$ cat config.mk
export PLATFORM = sky130hd
export DESIGN_NAME = ufc_core
export DESIGN_NICKNAME = d
export VERILOG_FILES = /design/src/hdl/ufc_pkg.sv /design/src/hdl/ufc_core.sv
export SDC_FILE = /design/constraint.sdc
export NUM_CORES = 1
export LEC_CHECK = 0
export BUFFER_PORTS_ARGS = -buffer_cell sky130_fd_sc_hd__buf_2
export CAP_MARGIN = 40
export CELL_PAD_IN_SITES_DETAIL_PLACEMENT = 1
export CELL_PAD_IN_SITES_GLOBAL_PLACEMENT = 2
export CORE_MARGIN = 3
export CORE_UTILIZATION = 44
export DETAILED_ROUTE_END_ITERATION = 12
export PLACE_DENSITY = 0.9
export SLEW_MARGIN = 20
export SYNTH_ARGS = -nofsm -noshare
export SYNTH_HDL_FRONTEND = slang
export SYNTH_HIERARCHICAL = 1
export SYNTH_SLANG_ARGS = --single-unit
export TNS_END_PERCENT = 1
$ cat constraint.sdc
create_clock -name sys_clk_in -period 4.3 [get_ports sys_clk_in]
set_input_delay 0.215 -clock sys_clk_in [delete_from_list [all_inputs] [get_ports sys_clk_in]]
set_output_delay 0.215 -clock sys_clk_in [all_outputs]
set_load 0.01 [all_outputs]
$ cat src/hdl/ufc_pkg.sv
// Purpose: Shared constants and types for the flow-control and interrupt block
// Assumes: One receive channel, host access through a simple strobe port
// Notes:   Register indexes are the three address lines of the host port
package ufc_pkg;
	// Register indexes per bank
	localparam logic [2:0] A_DATA    = 3'h0;
	localparam logic [2:0] A_IER     = 3'h1;
	localparam logic [2:0] A_ISR     = 3'h2;
	localparam logic [2:0] A_LCR     = 3'h3;
	localparam logic [2:0] A_MCR     = 3'h4;
	localparam logic [2:0] A_LSR     = 3'h5;
	localparam logic [2:0] A_DLL     = 3'h0;
	localparam logic [2:0] A_DLM     = 3'h1;
	localparam logic [2:0] A_EFR     = 3'h2;
	localparam logic [2:0] A_XON1    = 3'h4;
	localparam logic [2:0] A_XON2    = 3'h5;
	localparam logic [2:0] A_XOFF1   = 3'h6;
	localparam logic [2:0] A_XOFF2   = 3'h7;
	// Bank selection values
	localparam logic [7:0] LCR_ENH   = 8'hBF;
	localparam int         LCR_DLAB  = 7;
	// Field positions
	localparam int         IER_THR   = 1;
	localparam int         IER_RX    = 3;
	localparam int         IER_XOFF  = 5;
	localparam int         IER_HS0   = 6;
	localparam int         IER_HS1   = 7;
	localparam int         MCR_INTEN = 3;
	localparam int         MCR_XANY  = 5;
	localparam int         EFR_SPEC  = 5;
	// Flow modes in enhanced-feature bits 1:0 (receive) and 3:2 (auto send)
	localparam logic [1:0] FM_OFF    = 2'h0;
	localparam logic [1:0] FM_CHR2   = 2'h1;
	localparam logic [1:0] FM_DBL    = 2'h3;
	// Interrupt status codes
	localparam logic [7:0] IS_NONE   = 8'h01;
	localparam logic [7:0] IS_THR    = 8'h02;
	localparam logic [7:0] IS_RXD    = 8'h04;
	localparam logic [7:0] IS_RXTO   = 8'h0C;
	localparam logic [7:0] IS_XOFF   = 8'h10;
	localparam logic [7:0] IS_HS     = 8'h20;
	// Timeout in bit times is TO_MULT * word length + TO_BASE
	localparam logic [5:0] TO_MULT   = 6'h04;
	localparam logic [5:0] TO_BASE   = 6'h0C;
	localparam logic [5:0] WL_MIN    = 6'h05;
	localparam logic [7:0] RST_BYTE  = 8'h00;
	// Transmit sequencer states
	typedef enum logic [4:0] {
		TS_IDLE = 5'h01,
		TS_OFF1 = 5'h02,
		TS_OFF2 = 5'h04,
		TS_ON1  = 5'h08,
		TS_ON2  = 5'h10
	} ufc_txs_t;
	// Received character from the deserialiser
	typedef struct packed {
		logic       valid;
		logic       stop_mid;
		logic [7:0] data;
	} ufc_rx_t;
	// Host register access strobes
	typedef struct packed {
		logic       wr;
		logic       rd;
		logic [2:0] addr;
		logic [7:0] wdata;
	} ufc_host_t;
endpackage

$ cat src/hdl/ufc_core.sv
// Purpose: Software flow control, special character, timeout and interrupt logic
// Assumes: Receiver and transmitter shifters sit outside on the same clock
// Notes:   Receive FIFO is the ufc_fifo module below
`timescale 1ns/10ps

// Synchronous FIFO with valid and ready on both sides
module ufc_fifo #(
	parameter int W = 8,
	parameter int D = 16
) (
	// Clock and reset
	input  wire logic                 sys_clk_in,
	input  wire logic                 resetn_in,
	// Fill side
	input  wire logic                 in_valid_in,
	input  wire logic [W-1:0]         in_data_in,
	output logic                      in_ready_out,
	// Drain side
	output logic                      out_valid_out,
	output logic [W-1:0]              out_data_out,
	input  wire logic                 out_ready_in,
	// Fill level
	output logic [$clog2(D):0]        count_out
);
	localparam int AW = $clog2(D);
	logic [W-1:0]  mem [D];
	logic [AW-1:0] wp_reg;
	logic [AW-1:0] rp_reg;
	logic [AW:0]   cnt_reg;
	logic          push;
	logic          pop;

	// Handshakes
	assign push          = in_valid_in && in_ready_out;
	assign pop           = out_valid_out && out_ready_in;
	assign in_ready_out  = (cnt_reg != (AW+1)'(D));
	assign out_valid_out = (cnt_reg != '0);
	assign out_data_out  = mem[rp_reg];
	assign count_out     = cnt_reg;

	// Storage
	always_ff @(posedge sys_clk_in) begin
		if (push)
			mem[wp_reg] <= in_data_in;
	end

	// Pointers and count
	always_ff @(posedge sys_clk_in or negedge resetn_in) begin
		if (!resetn_in) begin
			wp_reg  <= '0;
			rp_reg  <= '0;
			cnt_reg <= '0;
		end else begin
			if (push)
				wp_reg <= wp_reg + 1'b1;
			if (pop)
				rp_reg <= rp_reg + 1'b1;
			cnt_reg <= cnt_reg + (AW+1)'(push) - (AW+1)'(pop);
		end
	end
endmodule // ufc_fifo

// Notes on behaviour
// - Xoff match stops transmit after current character
// - Xoff match sets flag and interrupt if enabled
// - Xon match resumes transmit, clears flags
// - Xon-any mode: any character but a matched Xoff resumes transmit
// - Reset zeroes the four flow character registers
// - Double mode matches two consecutive characters
// - Matched Xoff, and Xon while suspended, never enter receive FIFO
// - FIFO above trigger sends Xoff automatically
// - FIFO below trigger after Xoff sends Xon
// - Special character: store, flag status bit four
// - Compare only the programmed word length bits
// - Zero divisor reads back identification and revision
// - Flow and handshake interrupts enabled by bits 5-7
// - Transmit empty interrupt pending after reset
// - Report only highest pending; handshake lowest
// - Data ready and timeout share one level
// - No timeout while receive FIFO empty
// - Timeout restarts at stop bit and data read
// - Timeout length is four words plus twelve
// - Select pin high keeps interrupt output enabled
// - Divisor bytes reachable only with latch bit set
// - Enhanced registers reachable only with special value
module ufc_core #(
	parameter int         DEPTH   = 16,
	parameter logic [7:0] DEV_ID  = 8'hA5, // Arbitrary identification value
	parameter logic [7:0] DEV_REV = 8'h01  // Arbitrary revision value
) (
	// Clock and reset
	input  wire logic                  sys_clk_in,
	input  wire logic                  resetn_in,
	// Host access
	input  wire ufc_pkg::ufc_host_t    host_in,
	output logic [7:0]                 rdata_out,
	// Receiver side
	input  wire ufc_pkg::ufc_rx_t      rx_in,
	input  wire logic                  bit_tick_in,
	input  wire logic [4:0]            rx_trig_in,
	// Transmitter side
	output logic                       tx_valid_out,
	output logic [7:0]                 tx_char_out,
	input  wire logic                  tx_ready_in,
	// Handshake line events and interrupt select pin
	input  wire logic [1:0]            hs_event_in,
	input  wire logic                  interrupt_select_pin_in,
	// Interrupt and status
	output logic                       int_out,
	output logic                       int_oe_n_out,
	output logic                       tx_suspended_out
);
	logic [7:0] lcr_reg, ier_reg, mcr_reg, efr_reg, dll_reg, dlm_reg;
	logic [7:0] xon1_reg, xon2_reg, xoff1_reg, xoff2_reg;
	logic [7:0] thr_reg, held_reg, mask, cand;
	logic       thr_full_reg, susp_reg, held_is_off_reg, held_is_on_reg, held_v_reg, replay_reg;
	logic       sent_off_reg, thr_int_reg, xoff_int_reg, hs_int_reg, to_int_reg, ovr_reg;
	logic       sel_s1_reg, sel_s2_reg, cand_v, enh, dlab, wr_hit, rd_hit, isr_rd, rhr_rd;
	logic       m_off1, m_off2, m_on1, m_on2, dbl, act_off, act_on, push_held, push_cand, slot;
	logic [7:0] first_off, first_on, isr_code, fifo_d, push_d;
	logic       fifo_rdy, fifo_v, push;
	logic [5:0] to_cnt_reg, to_lim;
	logic [$clog2(DEPTH):0] cnt;
	ufc_pkg::ufc_txs_t ts_reg;

	// Bank decode
	assign enh    = (lcr_reg == ufc_pkg::LCR_ENH);
	assign dlab   = lcr_reg[ufc_pkg::LCR_DLAB] && !enh;
	assign wr_hit = host_in.wr;
	assign rd_hit = host_in.rd;
	assign isr_rd = rd_hit && !dlab && !enh && (host_in.addr == ufc_pkg::A_ISR);
	assign rhr_rd = rd_hit && !dlab && !enh && (host_in.addr == ufc_pkg::A_DATA);

	// Word length mask, bit 0 is the first received bit
	always_comb begin
		case (lcr_reg[1:0])
			2'h0:    mask = 8'h1F;
			2'h1:    mask = 8'h3F;
			2'h2:    mask = 8'h7F;
			default: mask = 8'hFF;
		endcase
	end

	// Candidate character: fresh input or a replayed held one
	assign cand_v    = rx_in.valid || replay_reg;
	assign cand      = replay_reg ? held_reg : rx_in.data;
	assign dbl       = (efr_reg[1:0] == ufc_pkg::FM_DBL);
	assign first_off = (efr_reg[1:0] == ufc_pkg::FM_CHR2) ? xoff2_reg : xoff1_reg;
	assign first_on  = (efr_reg[1:0] == ufc_pkg::FM_CHR2) ? xon2_reg : xon1_reg;
	assign m_off1    = ((cand ^ first_off) & mask) == 8'h00;
	assign m_on1     = ((cand ^ first_on) & mask) == 8'h00;
	assign m_off2    = ((cand ^ xoff2_reg) & mask) == 8'h00;
	assign m_on2     = ((cand ^ xon2_reg) & mask) == 8'h00;

	// Match decisions; double mode completes on the second character
	always_comb begin
		act_off   = 1'b0;
		act_on    = 1'b0;
		push_held = 1'b0;
		push_cand = 1'b0;
		if (cand_v && !replay_reg && held_v_reg) begin
			act_off   = held_is_off_reg && m_off2;
			act_on    = held_is_on_reg && m_on2 && susp_reg;
			push_held = !(act_off || act_on);
		end else if (cand_v && efr_reg[1:0] != ufc_pkg::FM_OFF && !dbl) begin
			act_off   = m_off1;
			act_on    = m_on1 && susp_reg && !m_off1;
			push_cand = !(act_off || act_on);
		end else if (cand_v && !dbl) begin
			push_cand = 1'b1;
		end else if (cand_v && !(m_off1 || (m_on1 && susp_reg))) begin
			push_cand = 1'b1;
		end
	end

	// Held first character in double mode
	always_ff @(posedge sys_clk_in or negedge resetn_in) begin
		if (!resetn_in) begin
			held_v_reg      <= 1'b0;
			held_reg        <= ufc_pkg::RST_BYTE;
			held_is_off_reg <= 1'b0;
			held_is_on_reg  <= 1'b0;
			replay_reg      <= 1'b0;
		end else begin
			// Unpaired held char is stored now, the new one is replayed next cycle
			replay_reg <= push_held;
			if (cand_v && dbl && !(held_v_reg && !replay_reg)) begin
				held_v_reg      <= m_off1 || (m_on1 && susp_reg);
				held_reg        <= cand;
				held_is_off_reg <= m_off1;
				held_is_on_reg  <= m_on1 && susp_reg;
			end else if (cand_v && held_v_reg) begin
				held_v_reg <= 1'b0;
				held_reg   <= cand;
				held_is_off_reg <= m_off1;
				held_is_on_reg  <= m_on1 && susp_reg;
			end
		end
	end

	// Receive FIFO fill; matched Xoff and, while suspended, matched Xon characters are dropped
	assign push   = push_held || push_cand;
	assign push_d = push_held ? held_reg : cand;
	ufc_fifo #(.W(8), .D(DEPTH)) u_rxf (
		.sys_clk_in    (sys_clk_in),
		.resetn_in     (resetn_in),
		.in_valid_in   (push),
		.in_data_in    (push_d),
		.in_ready_out  (fifo_rdy),
		.out_valid_out (fifo_v),
		.out_data_out  (fifo_d),
		.out_ready_in  (rhr_rd),
		.count_out     (cnt)
	);

	// Suspension state
	always_ff @(posedge sys_clk_in or negedge resetn_in) begin
		if (!resetn_in)
			susp_reg <= 1'b0;
		else if (act_off)
			susp_reg <= 1'b1;
		else if (act_on || (susp_reg && cand_v && mcr_reg[ufc_pkg::MCR_XANY]))
			susp_reg <= 1'b0;
	end

	// Register writes, all but LCR gated by the selected bank
	always_ff @(posedge sys_clk_in or negedge resetn_in) begin
		if (!resetn_in) begin
			lcr_reg   <= ufc_pkg::RST_BYTE;
			ier_reg   <= ufc_pkg::RST_BYTE;
			mcr_reg   <= ufc_pkg::RST_BYTE;
			efr_reg   <= ufc_pkg::RST_BYTE;
			dll_reg   <= ufc_pkg::RST_BYTE;
			dlm_reg   <= ufc_pkg::RST_BYTE;
			xon1_reg  <= ufc_pkg::RST_BYTE;
			xon2_reg  <= ufc_pkg::RST_BYTE;
			xoff1_reg <= ufc_pkg::RST_BYTE;
			xoff2_reg <= ufc_pkg::RST_BYTE;
		end else if (wr_hit) begin
			if (host_in.addr == ufc_pkg::A_LCR)
				lcr_reg <= host_in.wdata;
			else if (enh) begin
				case (host_in.addr)
					ufc_pkg::A_EFR:   efr_reg   <= host_in.wdata;
					ufc_pkg::A_XON1:  xon1_reg  <= host_in.wdata;
					ufc_pkg::A_XON2:  xon2_reg  <= host_in.wdata;
					ufc_pkg::A_XOFF1: xoff1_reg <= host_in.wdata;
					ufc_pkg::A_XOFF2: xoff2_reg <= host_in.wdata;
					default: ;
				endcase
			end else if (dlab && host_in.addr == ufc_pkg::A_DLL)
				dll_reg <= host_in.wdata;
			else if (dlab && host_in.addr == ufc_pkg::A_DLM)
				dlm_reg <= host_in.wdata;
			else if (!dlab && host_in.addr == ufc_pkg::A_IER)
				ier_reg <= host_in.wdata;
			else if (host_in.addr == ufc_pkg::A_MCR)
				mcr_reg <= host_in.wdata;
		end
	end

	// Host transmit holding register
	always_ff @(posedge sys_clk_in or negedge resetn_in) begin
		if (!resetn_in) begin
			thr_full_reg <= 1'b0;
			thr_reg      <= ufc_pkg::RST_BYTE;
		end else if (wr_hit && !dlab && !enh && host_in.addr == ufc_pkg::A_DATA) begin
			thr_full_reg <= 1'b1;
			thr_reg      <= host_in.wdata;
		end else if (slot && ts_reg == ufc_pkg::TS_IDLE && thr_full_reg && !susp_reg) begin
			thr_full_reg <= 1'b0;
		end
	end

	// Automatic Xoff/Xon sequencer, inserted between whole characters
	assign slot = !tx_valid_out || tx_ready_in;
	always_ff @(posedge sys_clk_in or negedge resetn_in) begin
		if (!resetn_in) begin
			ts_reg       <= ufc_pkg::TS_IDLE;
			sent_off_reg <= 1'b0;
			tx_valid_out <= 1'b0;
			tx_char_out  <= ufc_pkg::RST_BYTE;
		end else begin
			if (tx_valid_out && tx_ready_in)
				tx_valid_out <= 1'b0;
			case (ts_reg)
				ufc_pkg::TS_IDLE: begin
					if (efr_reg[3:2] != ufc_pkg::FM_OFF && !sent_off_reg && cnt > rx_trig_in) begin
						ts_reg       <= ufc_pkg::TS_OFF1;
						sent_off_reg <= 1'b1;
					end else if (sent_off_reg && cnt < rx_trig_in) begin
						ts_reg       <= ufc_pkg::TS_ON1;
						sent_off_reg <= 1'b0;
					end else if (slot && thr_full_reg && !susp_reg) begin
						tx_valid_out <= 1'b1;
						tx_char_out  <= thr_reg;
					end
				end
				ufc_pkg::TS_OFF1: if (slot) begin
					tx_valid_out <= 1'b1;
					tx_char_out  <= (efr_reg[3:2] == ufc_pkg::FM_CHR2) ? xoff2_reg : xoff1_reg;
					ts_reg       <= (efr_reg[3:2] == ufc_pkg::FM_DBL) ? ufc_pkg::TS_OFF2 : ufc_pkg::TS_IDLE;
				end
				ufc_pkg::TS_OFF2: if (slot) begin
					tx_valid_out <= 1'b1;
					tx_char_out  <= xoff2_reg;
					ts_reg       <= ufc_pkg::TS_IDLE;
				end
				ufc_pkg::TS_ON1: if (slot) begin
					tx_valid_out <= 1'b1;
					tx_char_out  <= (efr_reg[3:2] == ufc_pkg::FM_CHR2) ? xon2_reg : xon1_reg;
					ts_reg       <= (efr_reg[3:2] == ufc_pkg::FM_DBL) ? ufc_pkg::TS_ON2 : ufc_pkg::TS_IDLE;
				end
				ufc_pkg::TS_ON2: if (slot) begin
					tx_valid_out <= 1'b1;
					tx_char_out  <= xon2_reg;
					ts_reg       <= ufc_pkg::TS_IDLE;
				end
				default: ts_reg <= ufc_pkg::TS_IDLE;
			endcase
		end
	end

	// Receive timeout counter in bit times
	assign to_lim = 6'(ufc_pkg::TO_MULT * (ufc_pkg::WL_MIN + 6'(lcr_reg[1:0])) + ufc_pkg::TO_BASE);
	always_ff @(posedge sys_clk_in or negedge resetn_in) begin
		if (!resetn_in) begin
			to_cnt_reg <= '0;
			to_int_reg <= 1'b0;
		end else begin
			if (rx_in.stop_mid || rhr_rd || !fifo_v)
				to_cnt_reg <= '0;
			else if (bit_tick_in && to_cnt_reg != to_lim)
				to_cnt_reg <= to_cnt_reg + 6'h01;
			if (fifo_v && bit_tick_in && to_cnt_reg == to_lim - 6'h01)
				to_int_reg <= 1'b1;
			else if (rhr_rd || !fifo_v)
				to_int_reg <= 1'b0;
		end
	end

	// Sticky interrupt sources; a set in the clearing cycle wins
	always_ff @(posedge sys_clk_in or negedge resetn_in) begin
		if (!resetn_in) begin
			thr_int_reg  <= 1'b1;
			xoff_int_reg <= 1'b0;
			hs_int_reg   <= 1'b0;
			ovr_reg      <= 1'b0;
		end else begin
			if (thr_full_reg && slot && ts_reg == ufc_pkg::TS_IDLE && !susp_reg)
				thr_int_reg <= 1'b1;
			else if ((isr_rd && isr_code == ufc_pkg::IS_THR) || (wr_hit && host_in.addr == ufc_pkg::A_DATA && !dlab && !enh))
				thr_int_reg <= 1'b0;
			if ((act_off && ier_reg[ufc_pkg::IER_XOFF]) || (cand_v && efr_reg[ufc_pkg::EFR_SPEC] && m_off2))
				xoff_int_reg <= 1'b1;
			else if ((isr_rd && isr_code == ufc_pkg::IS_XOFF) || act_on)
				xoff_int_reg <= 1'b0;
			if (|hs_event_in)
				hs_int_reg <= 1'b1;
			else if (isr_rd && isr_code == ufc_pkg::IS_HS)
				hs_int_reg <= 1'b0;
			if (push && !fifo_rdy)
				ovr_reg <= 1'b1;
			else if (rd_hit && !dlab && !enh && host_in.addr == ufc_pkg::A_LSR)
				ovr_reg <= 1'b0;
		end
	end

	// Highest pending source only
	always_comb begin
		if (ier_reg[ufc_pkg::IER_RX] && to_int_reg)
			isr_code = ufc_pkg::IS_RXTO;
		else if (ier_reg[ufc_pkg::IER_RX] && cnt >= rx_trig_in && fifo_v)
			isr_code = ufc_pkg::IS_RXD;
		else if (ier_reg[ufc_pkg::IER_THR] && thr_int_reg)
			isr_code = ufc_pkg::IS_THR;
		else if (ier_reg[ufc_pkg::IER_XOFF] && xoff_int_reg)
			isr_code = ufc_pkg::IS_XOFF;
		else if ((ier_reg[ufc_pkg::IER_HS0] || ier_reg[ufc_pkg::IER_HS1]) && hs_int_reg)
			isr_code = ufc_pkg::IS_HS;
		else
			isr_code = ufc_pkg::IS_NONE;
	end

	// Interrupt select pin synchroniser
	always_ff @(posedge sys_clk_in or negedge resetn_in) begin
		if (!resetn_in) begin
			sel_s1_reg <= 1'b0;
			sel_s2_reg <= 1'b0;
		end else begin
			sel_s1_reg <= interrupt_select_pin_in;
			sel_s2_reg <= sel_s1_reg;
		end
	end

	// Interrupt output and its three-state enable
	always_ff @(posedge sys_clk_in or negedge resetn_in) begin
		if (!resetn_in) begin
			int_out          <= 1'b0;
			int_oe_n_out     <= 1'b1;
			tx_suspended_out <= 1'b0;
		end else begin
			int_out          <= (isr_code != ufc_pkg::IS_NONE);
			int_oe_n_out     <= !(sel_s2_reg || mcr_reg[ufc_pkg::MCR_INTEN]);
			tx_suspended_out <= susp_reg;
		end
	end

	// Registered read data
	always_ff @(posedge sys_clk_in or negedge resetn_in) begin
		if (!resetn_in)
			rdata_out <= ufc_pkg::RST_BYTE;
		else if (rd_hit) begin
			if (enh) begin
				case (host_in.addr)
					ufc_pkg::A_EFR:   rdata_out <= efr_reg;
					ufc_pkg::A_XON1:  rdata_out <= xon1_reg;
					ufc_pkg::A_XON2:  rdata_out <= xon2_reg;
					ufc_pkg::A_XOFF1: rdata_out <= xoff1_reg;
					ufc_pkg::A_XOFF2: rdata_out <= xoff2_reg;
					default:          rdata_out <= ufc_pkg::RST_BYTE;
				endcase
			end else if (dlab && host_in.addr == ufc_pkg::A_DLL)
				rdata_out <= (dll_reg == 8'h00 && dlm_reg == 8'h00) ? DEV_REV : dll_reg;
			else if (dlab && host_in.addr == ufc_pkg::A_DLM)
				rdata_out <= (dll_reg == 8'h00 && dlm_reg == 8'h00) ? DEV_ID : dlm_reg;
			else begin
				case (host_in.addr)
					ufc_pkg::A_DATA: rdata_out <= fifo_v ? fifo_d : ufc_pkg::RST_BYTE;
					ufc_pkg::A_IER:  rdata_out <= ier_reg;
					ufc_pkg::A_ISR:  rdata_out <= isr_code;
					ufc_pkg::A_LCR:  rdata_out <= lcr_reg;
					ufc_pkg::A_MCR:  rdata_out <= mcr_reg;
					ufc_pkg::A_LSR:  rdata_out <= {1'b0, !thr_full_reg && !tx_valid_out, !thr_full_reg,
						3'h0, ovr_reg, fifo_v};
					default:         rdata_out <= ufc_pkg::RST_BYTE;
				endcase
			end
		end
	end
endmodule // ufc_core

==> results.ini <==
[run_status]
status = finished clean

[run]
maxCapViolations = 0

[layout]
regArea_sq_um = 7700
n_antenna_cell = 0
top_register = u_rxf/mem
drive_gt1_frac = 0.257
layout_common_cells = dfrtp_1, edfxtp_1, mux2_2
multi_input_area_sq_um = 5520
mostFrequentLayoutCell = dfrtp_1
area_growth_pct = 14.3
fin_nets = 1162
largest_reg_flops = 128
n_fill_cell = 3006

[sta]
setup_viol = 0
slew_headroom = 0.388
max_freq_mhz = 247
tns_ps = 0
finalCriticalPeriod_ps = 4050
period_share = 0.941
rsz0062_at_grt = false
hold_viol_final = 0
tightest_slew_ps = 911
maxSlewViolCount = 0
clock_skew_ps = 12.4

[logic_synthesis]
yosys-top-cells-area = edfxtp_1, dfrtp_1, mux2_2, mux4_2, mux2i_1
synth_seq_cells = 282
synth_edf_count = 128
post-synth-top-area-cell = edfxtp_1
yosys_warnings = 6
synth_flop_cell = dfrtp_1
synth_area_sq_um = 13600
yosysSeqAreaShare = 0.565
yosysTopAreaCellShare = 0.282
syn_inst = 1040
synthArstFlopShare = 0.546
ys_types = 74
synth_nets = 1097
syn_area_per_cell_sq_um = 13.1

[clock_network]
clkTransAtPathRegs_ps = 70
cts_setup_buffers = 0
cts_buffers = 31
htreeDepth = 1
cts_tree = built
clk_latency_ps = 580
clock_path_buffers = 3
cts.sinks = 282
root_buffer = clkbuf_16

[routing]
drtAntennaViolNets = 0
drt-initial-drc-count = 849
route.detailed.drc = 0
drt_pass1_iterations = 6
totalWireLength_um = 39200
wire_per_inst_um = 25.8
via_per_inst = 6.12
vias = 9296

[global_route]
grt_pass1_vias = 9888
grt_use_total = 0.237
grt_remaining_overflow = 0
grt_max_degree = 83
antenna_found_initial = 0
grt_pass1_wl_um = 61100

[pwr]
p_per_area_nw_per_um2 = 556
vdd_drop_max_mv = 0.301
power.total_mw = 8.66
power_leakage_nw = 6.30

[min_path]
hold_path.class = in2reg

[place]
dp_hpwl_um = 26700
gp_congestion = 0.852
portBuffers = 54

[floorplanning]
fp.coreArea_sq_um = 30100
die_height_um = 182
start_util = 0.452
die_area_sq_um = 33100
die_x_um = 182
rows = 63
io_pins = 55

[critical_path]
critical_path.max_fanout = 9
crit_required_ps = 4510
worstSetupPathType = reg2reg
endpoint_kind = register
critPathLaunchType = register
cp.arrival_ps = 4260

-- synthesized netlist by cell type (6+ instances only) --
cell type    n
nor2b_1      6
mux2_2     108
a21oi_1     33
mux4_2      24
xor2_1      10
dfrtp_1    151
edfxtp_1   128
nor3_1      11
nor4_1      13
and2_1      12
nand4_1      7
inv_1       37
nor2_1      64
o211ai_1     9
a31oi_1      9
a22o_1      11
nand3_1     19
nand2b_1    12
mux2i_1     44
nand2_1     63
clkbuf_1    35
a222oi_1    11
a221oi_1    22
buf_2        9
o21ai_0     23
xnor2_1     41
a22oi_1     16
ha_1        21
-- per-stage QoR --
step,area [sq um],setup WS [ps],std cells,util,hold slack [ps]
final,15600,255,1520,0.517,17.2
after global routing,15600,17.3,1520,0.517,34.9
after CTS,15500,257,1518,0.516,4.30
after detailed placement,14300,326,1454,0.476,325
after global placement,14300,521,1451,0.475,326
after floorplan,13600,947,1040,-,-80.6
-- per-layer routing --
layer / global-route usage / up-vias / wire [um]
met3: 0.0349 / 78 / 2240
met5: 0 / - / 0
met1: 0.338 / 4859 / 17300
met4: 0.0667 / 0 / 1160
met2: 0.380 / 316 / 18400
li1: - / 4043 / -
-- cells by family (layout without fill, tap and decap cells) --
family	Yosys count	after routing	synth area share
AND/OR/NAND/NOR	232	232	0.0837
flip-flops	282	282	0.565
XOR/XNOR	51	51	0.0328
adder cells (fa/ha/maj)	22	22	0.0208
buffers and inverters	94	184	0.0298
AO/OA/AOI/OAI	174	174	0.0946
multiplexers	185	185	0.173
-- worst max-delay path, stage by stage, from the launching register on --
cell,delay (ps)
dfrtp_1,650
buf_4,300
mux2i_2,470
xnor2_1,120
a21boi_0,190
nor4_1,80
buf_4,140
nand2b_1,180
a22oi_1,280
nand2_1,150
buf_4,190
nor3b_1,450
and2_1,490
-- path summary, 6_finish.rpt --
path                            start              end  slack (ps)  cells after the start
max in group asynchronous   resetn_in  u_rxf/rp_reg[0]        3250                      3
hold / removal               rx_in[6]      held_reg[6]          20                      3
setup reg to reg           replay_reg  u_rxf/mem[9][1]         250                     12
min in group asynchronous   resetn_in   tx_char_out[0]         100                      2
hold reg to reg            sel_s2_reg     int_oe_n_out         360                      1
setup / recovery           replay_reg  u_rxf/mem[9][1]         250                     12
-- where the power goes --
group,internal (mW),leakage [nW],switching (mW)
Sequential,3.23,3.13,0.356
Combinational,0.906,2.62,1.24
Clock,1.80,0.554,1.14
Total,5.93,6.30,2.73
-- final cells by class --
type                    instances  area share
flip-flops and latches        282       0.495
multi-input cells             664       0.355
clock buffers                  42      0.0563
repair buffers                 88      0.0369
well taps                     390      0.0313
clock inverters                16      0.0167
inverters                      38     0.00916
-- what timing repair did --
action	4_1_cts	5_1_grt
endpoints found under the setup margin	0	1
hold buffers	6	0
gates resized for setup	0	1
endpoints found under the hold margin	81	0
No activity file was read; power rests on OpenSTA's default activity.
